## src/rtl/asp_pkg.sv

```systemverilog
/*
 Constants and types of the axis select and shutdown control block.
 Assumes a single 200 MHz clock and a byte-wide register port from the host interface logic.
*/
package asp_pkg;
  localparam logic [7:0] ASP_CTRL_ADDR  = 8'h19;
  localparam logic [7:0] ASP_CTRL_RESET = 8'h00;
  localparam logic [7:0] ASP_CTRL_MASK  = 8'h1F;
  localparam int         ASP_BIT_MAG    = 4;
  localparam int         ASP_BIT_XSKIP  = 3;
  localparam int         ASP_BIT_YSKIP  = 2;
  localparam int         ASP_BIT_ZSKIP  = 1;
  localparam int         ASP_BIT_SHDN   = 0;
  localparam logic [1:0] ASP_CD_MODE_MAG = 2'h1;

  typedef enum logic [1:0] {
    ASP_RUN      = 2'b00,
    ASP_SHUTDOWN = 2'b01,
    ASP_MOTION   = 2'b10
  } asp_state_type;
endpackage

```

## src/rtl/asp_pin_sync.sv

```systemverilog
/*
 Three-flop synchroniser with agreement filter for an asynchronous pin.
 Assumes the pin level may change at any time relative to clock.
*/
module asp_pin_sync #(
  parameter logic RESET_LEVEL = 1'b0
) (
  // Clock and reset
  input  wire logic clock,
  input  wire logic rstn,
  // Pin and filtered level
  input  wire logic pin,
  output logic      level
);
  logic [2:0] sync_reg;

  // Shift chain; stage 0 is only read by stage 1; reset to the pin's idle level
  always_ff @(posedge clock) begin
    if (!rstn) begin
      sync_reg <= {3{RESET_LEVEL}};
    end else begin
      sync_reg <= {sync_reg[1:0], pin};
    end
  end

  // Change counts once stages one and two agree
  always_ff @(posedge clock) begin
    if (!rstn) begin
      level <= RESET_LEVEL;
    end else if (sync_reg[1] == sync_reg[2]) begin
      level <= sync_reg[2];
    end
  end
endmodule // asp_pin_sync

```

## src/rtl/asp_ctrl.sv

```systemverilog
/*
 Axis select and shutdown control register with deep shutdown sequencing.
 Assumes host interface logic presents byte writes/reads with an address and a one-cycle strobe;
 boot select is a static strap; wake and motion pins are asynchronous.
*/
module asp_ctrl (
  // Clock and reset
  input  wire logic       clock,
  input  wire logic       rstn,
  // Host register port
  input  wire logic       reg_wr,
  input  wire logic [7:0] reg_addr,
  input  wire logic [7:0] reg_wdata,
  output logic      [7:0] reg_rdata,
  // Interrupt pin settings from elsewhere
  input  wire logic       soft_reset,
  input  wire logic       irq_driver_type_in,
  input  wire logic       irq_polarity_in,
  input  wire logic       irq_settings_wr,
  output logic            irq_driver_type,
  output logic            irq_polarity,
  // Pins
  input  wire logic       boot_select_pin,
  input  wire logic       wake_pin,
  input  wire logic       motion_detect_pin,
  // Data path control
  input  wire logic [1:0] cd_mode,
  input  wire logic       odr_tick,
  output logic            magnitude_calc_strobe,
  output logic            magnitude_in_burst,
  output logic            x_in_burst,
  output logic            y_in_burst,
  output logic            z_in_burst,
  output logic            cd_use_magnitude,
  // Power state
  output logic            power_follow_modes,
  output logic            deep_shutdown,
  output logic            volatile_clear,
  output logic            motion_boot
);
  logic [7:0]             ctrl_reg;
  logic                   boot_sel_reg;
  logic                   wake_lvl;
  logic                   motion_lvl;
  logic                   wake_ref_reg;
  asp_pkg::asp_state_type state_reg;
  asp_pkg::asp_state_type state_next;
  logic                   shdn_req;

  // Pin synchronisers; wake idles high, so no false edge after reset
  asp_pin_sync #(
    .RESET_LEVEL (1'b1)
  ) u_wake_sync (
    .clock (clock),
    .rstn  (rstn),
    .pin   (wake_pin),
    .level (wake_lvl)
  );
  asp_pin_sync u_mot_sync (
    .clock (clock),
    .rstn  (rstn),
    .pin   (motion_detect_pin),
    .level (motion_lvl)
  );

  // Strap is a pin too, so it passes the same filter
  asp_pin_sync u_boot_sync (
    .clock (clock),
    .rstn  (rstn),
    .pin   (boot_select_pin),
    .level (boot_sel_reg)
  );

  assign shdn_req = reg_wr && (reg_addr == asp_pkg::ASP_CTRL_ADDR) && reg_wdata[asp_pkg::ASP_BIT_SHDN];

  // Control register; shutdown wipes it
  always_ff @(posedge clock) begin
    if (!rstn || volatile_clear) begin
      ctrl_reg <= asp_pkg::ASP_CTRL_RESET;
    end else if (reg_wr && reg_addr == asp_pkg::ASP_CTRL_ADDR && state_reg == asp_pkg::ASP_RUN) begin
      ctrl_reg <= reg_wdata & asp_pkg::ASP_CTRL_MASK;
    end
  end

  // Read data register; unused bits zero
  always_ff @(posedge clock) begin
    if (!rstn) begin
      reg_rdata <= 8'h00;
    end else if (reg_addr == asp_pkg::ASP_CTRL_ADDR) begin
      reg_rdata <= ctrl_reg & asp_pkg::ASP_CTRL_MASK;
    end else begin
      reg_rdata <= 8'h00;
    end
  end

  // Irq settings kept over soft reset, lost on shutdown
  always_ff @(posedge clock) begin
    if (!rstn || volatile_clear) begin
      irq_driver_type <= 1'b0;
      irq_polarity    <= 1'b1;
    end else if (irq_settings_wr && !soft_reset) begin
      irq_driver_type <= irq_driver_type_in;
      irq_polarity    <= irq_polarity_in;
    end
  end

  // Wake reference level latched at the shutdown request
  always_ff @(posedge clock) begin
    if (!rstn) begin
      wake_ref_reg <= 1'b0;
    end else if (shdn_req && state_reg == asp_pkg::ASP_RUN) begin
      wake_ref_reg <= wake_lvl;
    end
  end

  // Power state selection
  always_comb begin
    state_next = state_reg;
    unique case (state_reg)
      asp_pkg::ASP_RUN: begin
        if (boot_sel_reg) begin
          state_next = motion_lvl ? asp_pkg::ASP_MOTION : asp_pkg::ASP_SHUTDOWN;
        end else if (shdn_req) begin
          state_next = asp_pkg::ASP_SHUTDOWN;
        end
      end
      asp_pkg::ASP_SHUTDOWN: begin
        if (boot_sel_reg) begin
          if (motion_lvl) begin
            state_next = asp_pkg::ASP_MOTION;
          end
        end else if (wake_lvl != wake_ref_reg) begin
          state_next = asp_pkg::ASP_RUN;
        end
      end
      asp_pkg::ASP_MOTION: begin
        if (!boot_sel_reg) begin
          state_next = asp_pkg::ASP_RUN;
        end else if (!motion_lvl) begin
          state_next = asp_pkg::ASP_SHUTDOWN;
        end
      end
      default: begin
        state_next = asp_pkg::ASP_RUN;
      end
    endcase
  end

  always_ff @(posedge clock) begin
    if (!rstn) begin
      state_reg <= asp_pkg::ASP_RUN;
    end else begin
      state_reg <= state_next;
    end
  end

  // Power outputs from registers
  always_ff @(posedge clock) begin
    if (!rstn) begin
      volatile_clear <= 1'b0;
    end else begin
      volatile_clear <= (state_next == asp_pkg::ASP_SHUTDOWN) && (state_reg != asp_pkg::ASP_SHUTDOWN);
    end
  end

  assign deep_shutdown      = (state_reg == asp_pkg::ASP_SHUTDOWN);
  assign motion_boot        = (state_reg == asp_pkg::ASP_MOTION);
  assign power_follow_modes = (state_reg != asp_pkg::ASP_SHUTDOWN) && !ctrl_reg[asp_pkg::ASP_BIT_SHDN];

  // Data path steering from the register
  always_ff @(posedge clock) begin
    if (!rstn) begin
      magnitude_calc_strobe <= 1'b0;
      cd_use_magnitude      <= 1'b0;
    end else begin
      magnitude_calc_strobe <= odr_tick && ctrl_reg[asp_pkg::ASP_BIT_MAG] && !deep_shutdown;
      cd_use_magnitude      <= ctrl_reg[asp_pkg::ASP_BIT_MAG] && (cd_mode == asp_pkg::ASP_CD_MODE_MAG);
    end
  end

  assign magnitude_in_burst = ctrl_reg[asp_pkg::ASP_BIT_MAG];
  assign x_in_burst         = !ctrl_reg[asp_pkg::ASP_BIT_XSKIP];
  assign y_in_burst         = !ctrl_reg[asp_pkg::ASP_BIT_YSKIP];
  assign z_in_burst         = !ctrl_reg[asp_pkg::ASP_BIT_ZSKIP];

  // Assertions
  a_mag_strobe_gate: assert property (@(posedge clock) disable iff (!rstn)
    magnitude_calc_strobe |-> $past(ctrl_reg[asp_pkg::ASP_BIT_MAG]) && $past(odr_tick))
    else $error("magnitude computed while disabled");
  a_mag_strobe_fires: assert property (@(posedge clock) disable iff (!rstn)
    (odr_tick && ctrl_reg[asp_pkg::ASP_BIT_MAG] && !deep_shutdown) |=> magnitude_calc_strobe)
    else $error("magnitude not computed on output cycle");
  a_cd_mag_route: assert property (@(posedge clock) disable iff (!rstn)
    (ctrl_reg[asp_pkg::ASP_BIT_MAG] && cd_mode == asp_pkg::ASP_CD_MODE_MAG) |=> cd_use_magnitude)
    else $error("magnitude not routed to change detection");
  a_axis_skip_x: assert property (@(posedge clock) disable iff (!rstn)
    (reg_wr && reg_addr == asp_pkg::ASP_CTRL_ADDR && state_reg == asp_pkg::ASP_RUN && !boot_sel_reg
     && !shdn_req) |=> (x_in_burst == !$past(reg_wdata[asp_pkg::ASP_BIT_XSKIP])))
    else $error("x axis burst membership wrong");
  a_shdn_entry: assert property (@(posedge clock) disable iff (!rstn)
    (shdn_req && state_reg == asp_pkg::ASP_RUN && !boot_sel_reg) |=> deep_shutdown ##1 (ctrl_reg == 8'h00))
    else $error("shutdown request not honoured");
  a_wake_edge: assert property (@(posedge clock) disable iff (!rstn)
    (deep_shutdown && !boot_sel_reg && wake_lvl == wake_ref_reg) |=> (deep_shutdown || state_reg != asp_pkg::ASP_RUN)
    || $past(wake_lvl) != $past(wake_ref_reg))
    else $error("left shutdown without wake edge");
  a_motion_low: assert property (@(posedge clock) disable iff (!rstn)
    (boot_sel_reg && !motion_lvl && $past(boot_sel_reg)) |=> deep_shutdown)
    else $error("motion pin low did not shut down");
  a_reset_zero: assert property (@(posedge clock)
    !rstn |=> (ctrl_reg == 8'h00))
    else $error("register not zero after reset");
  a_upper_zero: assert property (@(posedge clock) disable iff (!rstn)
    reg_rdata[7:5] == 3'h0)
    else $error("unused bits read non-zero");
  a_motion_high: assert property (@(posedge clock) disable iff (!rstn)
    (boot_sel_reg && motion_lvl && $past(boot_sel_reg)) |=> motion_boot)
    else $error("motion pin high did not boot");
  a_follow_modes: assert property (@(posedge clock) disable iff (!rstn)
    $fell(deep_shutdown) |-> power_follow_modes)
    else $error("power mode not followed");
  a_irq_keep: assert property (@(posedge clock) disable iff (!rstn)
    (soft_reset && !volatile_clear) |=> $stable(irq_polarity))
    else $error("irq setting lost on soft reset");

  c_shutdown: cover property (@(posedge clock) disable iff (!rstn) $rose(deep_shutdown));
  c_wake: cover property (@(posedge clock) disable iff (!rstn) $fell(deep_shutdown) && !boot_sel_reg);
  c_motion: cover property (@(posedge clock) disable iff (!rstn) $rose(motion_boot));
  c_mag: cover property (@(posedge clock) disable iff (!rstn) magnitude_calc_strobe);
endmodule // asp_ctrl

```

## config.mk

```make
export PLATFORM = sky130hd
export DESIGN_NAME = asp_ctrl
export DESIGN_NICKNAME = d
export VERILOG_FILES = /design/src/rtl/asp_pkg.sv /design/src/rtl/asp_pin_sync.sv /design/src/rtl/asp_ctrl.sv
export SDC_FILE = /design/constraint.sdc
export NUM_CORES = 1
export LEC_CHECK = 0
export ABC_AREA = 1
export BUFFER_PORTS_ARGS = -buffer_cell sky130_fd_sc_hd__clkbuf_2
export CORE_ASPECT_RATIO = 1.5
export CORE_MARGIN = 4
export CORE_UTILIZATION = 45
export DETAILED_ROUTE_END_ITERATION = 10
export PLACE_DENSITY = 0.77
export REMOVE_ABC_BUFFERS = 1
export SLEW_MARGIN = 5
export SYNTH_ARGS = -nofsm -noshare
export SYNTH_HDL_FRONTEND = slang
export SYNTH_SLANG_ARGS = --single-unit
```

## constraint.sdc

```tcl
create_clock -name clock -period 1.2 [get_ports clock]
set_input_delay 0.12 -clock clock [delete_from_list [all_inputs] [get_ports clock]]
set_output_delay 0.12 -clock clock [all_outputs]
set_load 0.05 [all_outputs]
```

==> results of run 1 <==
-- synth_stat cells --
library cell and count:
nand3_2 2, o21ai_1 1, a211oi_1 1, a21oi_2 1, a21oi_1 8, nor2_1 18
conb_1 1, nor3b_1 1, buf_2 1, nand2_2 1, buf_4 3, o21ai_0 6
clkinv_1 1, inv_2 3, dfxtp_1 30, nor2_4 1, a211oi_2 1, nand2_1 29
nand3_1 2, or2_2 3, inv_1 22, nor2_2 3
-- final timing paths --
check | startpoint | endpoint | slack (ns) | cells past startpoint
max | state_reg[0] | power_follow_modes | 0.002 | 4
min reg2reg | u_wake_sync.sync_reg[0] | u_wake_sync.sync_reg[1] | 0.43 | 1
max reg2reg | state_reg[1] | ctrl_reg[3] | 0.05 | 5
min | irq_driver_type_in | irq_driver_type | 0.02 | 3
-- cell families after synthesis --
logic type,count (synthesis),synth area share (%)
and+or+nand+nor,60,24.4
AOI/OAI and AO/OA,18,9.42
DFF,30,54.5
other,1,0.340
buffers and inverters,30,11.3
-- final cells by class --
cell class                 instances  area share, %
clock buffer                       7           3.60
clock inverter                     1          0.328
inverter                          26           6.55
multi-input combinational         81           26.5
sequential                        30           39.6
tap                               23           1.88
timing repair buffer              52           21.5
-- what timing repair did --
| item | CTS | global route |
|---|---|---|
| hold buffers | 6 | 0 |
| hold endpoints to repair | 6 | 0 |
| setup buffers | 3 | 0 |
| resized for setup | 13 | 9 |
| endpoints found under the setup margin | 3 | 12 |
| pin swaps | 1 | 2 |
-- critical path: stages (launching register included) --
cell and delay (ns):
dfxtp_4 0.37, nand2_2 0.10, inv_4 0.05, nor2_4 0.09, buf_8 0.15
-- through the flow --
| step | setup WS, ns | utilization [%] | std cells | instance area (sq um) | TNS (ns) |
|---|---|---|---|---|---|
| 6_report | 0.00161 | 66.8 | 220 | 1530 | 0 |
| 5_1_grt | -0.0553 | 66.8 | 220 | 1530 | -0.226 |
| 4_1_cts | -0.0247 | 65.8 | 220 | 1510 | -0.0496 |
| 3_5_place_dp | 0.0890 | 58.1 | 203 | 1330 | 0 |
| 3_3_place_gp | 0.109 | 58.1 | 203 | 1330 | 0 |
| 2_1_floorplan | -0.339 | - | 137 | 1080 | -0.339 |
-- metal layers --
metal	up-vias	part of all wire (%)
met4	0	2.2
met1	463	35
met3	6	7.5
met2	34	55
met5	-	0
li1	524	-
-- power groups by stage --
| stage | logic [mW] | registers (mW) | clock network [mW] |
|---|---|---|---|
| 4_1_cts | 0.152 | 1.02 | 0.629 |
| 3_3_place_gp | 0.130 | 1.04 | 0 |
| 2_1_floorplan | 0.0594 | 1.05 | 0 |
| 5_1_grt | 0.170 | 1.02 | 0.679 |
| 6_report | 0.153 | 1.02 | 0.605 |
| 3_5_place_dp | 0.134 | 1.04 | 0 |
==> out/metrics.yaml, run 1 <==
clock_tree:
  cts_tree: "built"
  cts_buffers: 5
  cts_max_level: 2
  clk_pin_slew_ns: 0.09
  cts.path.max_buffers: 2
  ctsRootBufferMaster: "clkbuf_4"
  clock_latency_ns: 0.33
  clkSinkCount: 30
finish:
  regArea_sq_um: 606
  drive_above_1_share_pct: 38.6
  final_cell_mix: "38 x clkbuf_2, 28 x nand2_1, 28 x dfxtp_1"
  area_growth_syn_to_layout_pct: 38.6
  antenna_cells: 0
  multi_input_area_sq_um: 404
  nets: 225
  fillers: 204
  layout_commonest_cell: "clkbuf_2"
logic_synthesis:
  seq_area_frac_synth_pct: 54.5
  synth_cell_types: 22
  synth_seq_cells: 30
  syn-instance-count: 139
  yosysTopAreaCell: "dfxtp_1"
  yosys.area.top_type_share_pct: 54.5
  synth_area_leaders: "dfxtp_1 54%, nand2_1 9.9%, inv_1 7.5%"
  syn-cell-area_sq_um: 1100
  yosys_warnings: 0
  postSynthAreaPerCell_sq_um: 7.93
setup_path:
  cp-start-kind: "register"
  cp-end-kind: "output port"
  cp.required_ns: 1.08
  worstPathMaxFanout: 5
  critPathArrivalTime_ns: 1.08
  crit_type: "reg2out"
route:
  routed_via_density: 4.67
  wirelength_mm: 2.45
  num_vias: 1027
  ant_nets: 0
  drt_iter0_markers: 10
  wl_per_cell_um: 11.1
  dr.pass1.iters: 4
  drt_drc_violations_left: 0
grt:
  grt-ovfl-total: 0
  grt_busiest_layer: "met2"
  antenna_found_initial: 0
  grt_pass1_wl_mm: 4.30
  grt_util_met1_pct: 14.1
  gr-usage-all-layers_pct: 16.9
  grt_start_max_net_pins: 13
  use_met3_pct: 6.45
  grtUsageMet2_pct: 33.8
  grt_pass1_vias: 1086
power_and_ir_drop:
  seq_power_share_pct: 57.3
  switching_power_uw: 417
  leakage_nw: 0.769
  p_per_area_nw_per_um2: 1160
  irDropWorstVdd_mv: 0.699
  power_mw: 1.77
  power.internal_mw: 1.36
  combPwrFrac_pct: 8.6
  switching_share_pct: 23.5
  clockPowerShare_pct: 34.1
floorplan:
  core_sq_um: 2290
  ios: 49
  row_count: 21
  die_h_um: 68.6
  fp.dieW_um: 48.4
  die-area_sq_um: 3320
  start_util_pct: 48.2
sta:
  post-route-period-util_pct: 99.9
  hold_viol_final: 0
  fmax_mhz: 834
  period_needed_ns: 1.20
  finalSetupViolCount: 0
  drv_slew: 0
  skew_ns: 0.00693
  timing.hold.ws_ns: 0.0219
  rsz0062_at_grt: "true"
job:
  drv_cap: 0
placed_design:
  gp_congestion: 0.744
  dp_hpwl_mm: 1.74
  io_buffers: 42
min_path:
  hp-class: "in2reg"
outcome:
  status: "completed"
Power figures use the tool's default switching activity.
==> inputs of run 2 (changes only) <==
Settings changed: CELL_PAD_IN_SITES_DETAIL_PLACEMENT from default to 0, CELL_PAD_IN_SITES_GLOBAL_PLACEMENT from default to 2, CORE_UTILIZATION 45 to 24, PLACE_DENSITY 0.77 to default, PLACE_DENSITY_LB_ADDON from default to 0.1, TNS_END_PERCENT from default to 20.
Clock period 1.2 ns to 1.15 ns, I/O delays scaled along.
==> out/metrics.yaml, run 2 (same netlist as run 1, synthesis figures left out) <==
floorplan:
  fp.dieW_um: 63.3
  core_sq_um: 4320
  start_util_pct: 25.5
  ios: 49
  die_h_um: 91.0
  die-area_sq_um: 5760
  row_count: 29
clock_tree:
  cts.path.max_buffers: 2
  clk_pin_slew_ns: 0.06
  ctsRootBufferMaster: "clkbuf_8"
  clkSinkCount: 30
  cts_tree: "built"
  clock_latency_ns: 0.27
  cts_max_level: 2
  cts_buffers: 5
placed_design:
  dp_hpwl_mm: 1.97
  gp_congestion: 0.685
  io_buffers: 42
grt:
  grt_pass1_wl_mm: 4.27
  grt_start_max_net_pins: 13
  antenna_found_initial: 0
  grt-ovfl-total: 0
  grt_pass1_vias: 986
  gr-usage-all-layers_pct: 9.58
setup_path:
  cp-start-kind: "register"
  crit_start: "state_reg[1]"
  critPathCapture: "power_follow_modes"
  path_cells: "inv_2, nand2_4, inv_4, nor2_4, buf_8"
  cp-end-kind: "output port"
  reg2regPathDepth: 6
  regToRegSetupSlack_ns: 0.09
  slowest_delay_ns: 0.36
  worstPathMaxFanout: 4
  r2r_start: "state_reg[0]"
  cp_slowest_cell: "dfxtp_2"
  r2r_end: "wake_ref_reg"
  cp.required_ns: 1.03
  crit_type: "reg2out"
  critPathArrivalTime_ns: 1.02
sta:
  period_needed_ns: 1.14
  fmax_mhz: 880
  rsz0062_at_grt: "true"
  hold_viol_final: 0
  setup_tns_ns: 0
  skew_ns: 0.00368
  finalSetupViolCount: 0
  timing.hold.ws_ns: 0.0223
  drv_slew: 0
  post-route-period-util_pct: 98.8
power_and_ir_drop:
  power.internal_mw: 1.60
  p_per_area_nw_per_um2: 1350
  combPwrFrac_pct: 7.1
  seq_power_share_pct: 51.4
  irDropWorstVdd_mv: 0.543
  leakage_nw: 0.764
  switching_power_uw: 474
  clockPowerShare_pct: 41.5
  switching_share_pct: 22.9
finish:
  antenna_cells: 0
  nets: 220
  layout_commonest_cell: "clkbuf_2"
  area_growth_syn_to_layout_pct: 39.2
  final_cell_mix: "39 x clkbuf_2, 28 x nand2_1, 27 x dfxtp_1"
  drive_above_1_share_pct: 39.6
outcome:
  status: "completed"
route:
  drt_iter0_markers: 37
  wl_per_cell_um: 10.4
  drt_drc_violations_left: 0
  dr.pass1.iters: 3
  num_vias: 959
  routed_via_density: 4.03
  ant_nets: 0
  wirelength_mm: 2.47
job:
  drv_cap: 0
min_path:
  hp-class: "in2reg"
==> run 2: cell types whose count changed in the layout (fill, tap and decap cells not counted), sizes merged <==
cell,delta
clkbuf,+1
buf,-1
dlygate4sd3,-5
==> run 2: power by group through the flow <==
stage                     sequential [mW]  clock, mW  combinational, mW
after floorplan                      1.10          0             0.0620
after global placement               1.09          0              0.143
after detailed placement             1.09          0              0.145
after CTS                            1.06      0.896              0.149
after global routing                 1.07      0.949              0.165
final                                1.06      0.860              0.148
==> run 2: area by class of cell <==
cell class / instances / area (sq um)
Fill cell: 490 / 2780
Clock buffer: 7 / 86.3
Tap cell: 46 / 57.6
Multi-Input combinational cell: 81 / 409
Timing Repair Buffer: 47 / 272
Sequential cell: 30 / 604
Inverter: 26 / 100
Clock inverter: 1 / 5.00
==> run 2: worst min path at each step <==
| stage | startpoint | endpoint | slack (ns) | cells after the start |
|---|---|---|---|---|
| detailed placement | cd_mode[1] | cd_use_magnitude | 0.29 | 2 |
| global placement | cd_mode[1] | cd_use_magnitude | 0.28 | 2 |
| floorplan | cd_mode[1] | cd_use_magnitude | 0.19 | 1 |
| global route | wake_pin | u_wake_sync.sync_reg[0] | 0.03 | 2 |
| finish | motion_detect_pin | u_mot_sync.sync_reg[0] | 0.02 | 3 |
| CTS | motion_detect_pin | u_mot_sync.sync_reg[0] | 0.01 | 3 |
==> run 2: per-layer routing <==
layer,up-vias,GRT usage (%),wire length (um)
met4,0,6.49,54
li1,516,-,-
met5,-,0,0
met3,5,3.58,166
met1,413,8.70,921
met2,25,17.3,1330
==> run 2: worst max-delay path, delay by kind of cell, from the launching register on <==
| kind | cells | cell delay [ns] |
|---|---|---|
| DFF | 1 | 0.36 |
| buffers and inverters | 3 | 0.25 |
| and+or+nand+nor | 2 | 0.14 |
==> run 2: metrics by stage <==
stage | setup WS (ns) | util (%) | power, mW | cells | cell area, sq um
global route | -0.0456 | 35.5 | 2.18 | 238 | 1530
finish | 0.0140 | 35.5 | 2.07 | 238 | 1530
floorplan | -0.384 | - | 1.16 | 137 | 1080
detailed placement | -0.0168 | 31.8 | 1.23 | 228 | 1370
global placement | 0.00437 | 31.8 | 1.23 | 228 | 1370
CTS | -0.0681 | 34.8 | 2.11 | 237 | 1500
==> run 2: timing repair <==
action	4_1_cts	5_1_grt
pin swaps	1	1
endpoints found under the setup margin	5	11
hold buffers	1	0
setup buffers	0	1
hold endpoints to repair	1	0
gates resized for setup	11	8
==> inputs of run 3 (changes only) <==
Settings changed: BUFFER_PORTS_ARGS -buffer_cell sky130_fd_sc_hd__clkbuf_2 to -buffer_cell sky130_fd_sc_hd__buf_2.
==> out/metrics.yaml, run 3 (same netlist as run 1, synthesis figures left out) <==
outcome:
  status: "finished with violations"
  violations: "setup timing"
power_and_ir_drop:
  combPwrFrac_pct: 7.4
  clockPowerShare_pct: 39.8
  seq_power_share_pct: 52.8
  switching_share_pct: 21.8
  irDropWorstVdd_mv: 0.647
  power.internal_mw: 1.58
  leakage_nw: 0.777
  p_per_area_nw_per_um2: 1290
  switching_power_uw: 438
finish:
  drive_above_1_share_pct: 40.7
  layout_commonest_cell: "buf_2"
  nets: 224
  utilization_pct: 36.1
  final_cell_mix: "39 x buf_2, 28 x dfxtp_1, 27 x nand2_1"
  fillers: 474
  antenna_cells: 0
  area_growth_syn_to_layout_pct: 41.3
  final_cells: 240
setup_path:
  regToRegSetupSlack_ns: 0.10
  worstPathMaxFanout: 3
  slowest_delay_ns: 0.33
  critPathArrivalTime_ns: 1.07
  cp-end-kind: "output port"
  critPathBufInv: 3
  critPathTopFamily: "flip-flops"
  cp-start-kind: "register"
  cp_slowest_cell: "dfxtp_2"
  path_cells: "buf_6, nand2_4, inv_4, nor2_4, buf_8"
  cp.required_ns: 1.03
  crit_type: "reg2out"
route:
  routed_via_density: 4.08
  dr.pass1.iters: 2
  wirelength_mm: 2.55
  wl_per_cell_um: 10.6
  drt_drc_violations_left: 0
  num_vias: 979
  drt_iter0_markers: 16
  ant_nets: 0
grt:
  antenna_found_initial: 0
  grt_pass1_wl_mm: 4.16
  grt_start_max_net_pins: 13
  grt-ovfl-total: 0
  gr-usage-all-layers_pct: 9.62
  grt_pass1_vias: 955
clock_tree:
  cts_tree: "built"
  cts.path.max_buffers: 2
  cts_max_level: 2
  clock_latency_ns: 0.27
  ctsRootBufferMaster: "clkbuf_8"
  clk_pin_slew_ns: 0.06
  clkSinkCount: 30
  cts_buffers: 5
floorplan:
  core_sq_um: 4320
  ios: 49
  start_util_pct: 25.5
  die_h_um: 91.0
  fp.dieW_um: 63.3
  row_count: 29
  die-area_sq_um: 5760
sta:
  fmax_mhz: 842
  rsz0062_at_grt: "true"
  layout_setup_ws_ns: -0.0377
  hold_viol_final: 0
  drv_slew: 0
  finalSetupViolCount: 2
  period_needed_ns: 1.19
  skew_ns: 0.00284
  post-route-period-util_pct: 103
job:
  drv_cap: 0
placed_design:
  gp_congestion: 0.697
  io_buffers: 42
  dp_hpwl_mm: 1.99
  dp.cells: 231
min_path:
  hp-class: "in2reg"
-- run 3: cell count changes in the layout (fill, tap and decap cells not counted), sizes merged --
cell	change
buf	+44
clkinv	-1
clkbuf	-41
-- run 3: layer usage --
layer | GRT usage, % | routed length [um] | vias to the layer above
li1 | - | - | 521
met1 | 8.44 | 909 | 426
met2 | 17.5 | 1410 | 26
met3 | 4.57 | 166 | 6
met4 | 5.41 | 66 | 0
met5 | 0 | 0 | -
-- run 3: what timing repair did --
item                                    4_1_cts  5_1_grt
hold buffers                                  1        0
endpoints found under the hold margin         1        0
endpoints found under the setup margin        3       11
pin swaps                                     2        3
setup buffers                                 2        0
gates resized for setup                      15        4
-- run 3: through the flow --
step	TNS, ns	power [mW]	worst slack [ns]	area (sq um)	hold slack, ns
6_report	-0.0561	2.01	-0.0377	1560	0.0203
2_1_floorplan	-0.447	1.16	-0.384	1080	0.191
4_1_cts	-0.0524	2.05	-0.0462	1540	0.0154
3_5_place_dp	0	1.23	0.00756	1400	0.285
5_1_grt	-0.279	2.13	-0.0772	1560	0.0344
3_3_place_gp	0	1.23	0.0349	1400	0.278
-- run 3: worst paths after layout --
kind                           start                       to  depth (start not counted)
max                     state_reg[0]       power_follow_modes                          5
min                motion_detect_pin   u_mot_sync.sync_reg[0]                          3
max reg2reg             state_reg[0]             state_reg[0]                          8
min reg2reg  u_boot_sync.sync_reg[0]  u_boot_sync.sync_reg[1]                          2
-- run 3: power by group through the flow --
stage,logic (mW),registers (mW),clock network (mW)
finish,0.148,1.06,0.801
floorplan,0.0620,1.10,0
detailed placement,0.146,1.09,0
CTS,0.151,1.06,0.840
global route,0.165,1.07,0.900
global placement,0.144,1.09,0
-- run 3: final cells by class --
| cell class | count | area (sq um) | area share, % |
|---|---|---|---|
| Sequential cell | 30 | 603 | 38.7 |
| Timing Repair Buffer | 51 | 303 | 19.4 |
| Tap cell | 46 | 57.6 | 3.69 |
| Clock buffer | 6 | 82.6 | 5.30 |
| Inverter | 26 | 100 | 6.43 |
| Multi-Input combinational cell | 81 | 412 | 26.4 |
-- run 3: worst reg2reg max path: stages, from the launching register on --
cell and delay (ns):
dfxtp_2 0.33, buf_6 0.12, buf_4 0.13, nor2_1 0.08, nand2_1 0.05, nand2_1 0.06
nand2_1 0.06, nand2_2 0.07, inv_1 0.04
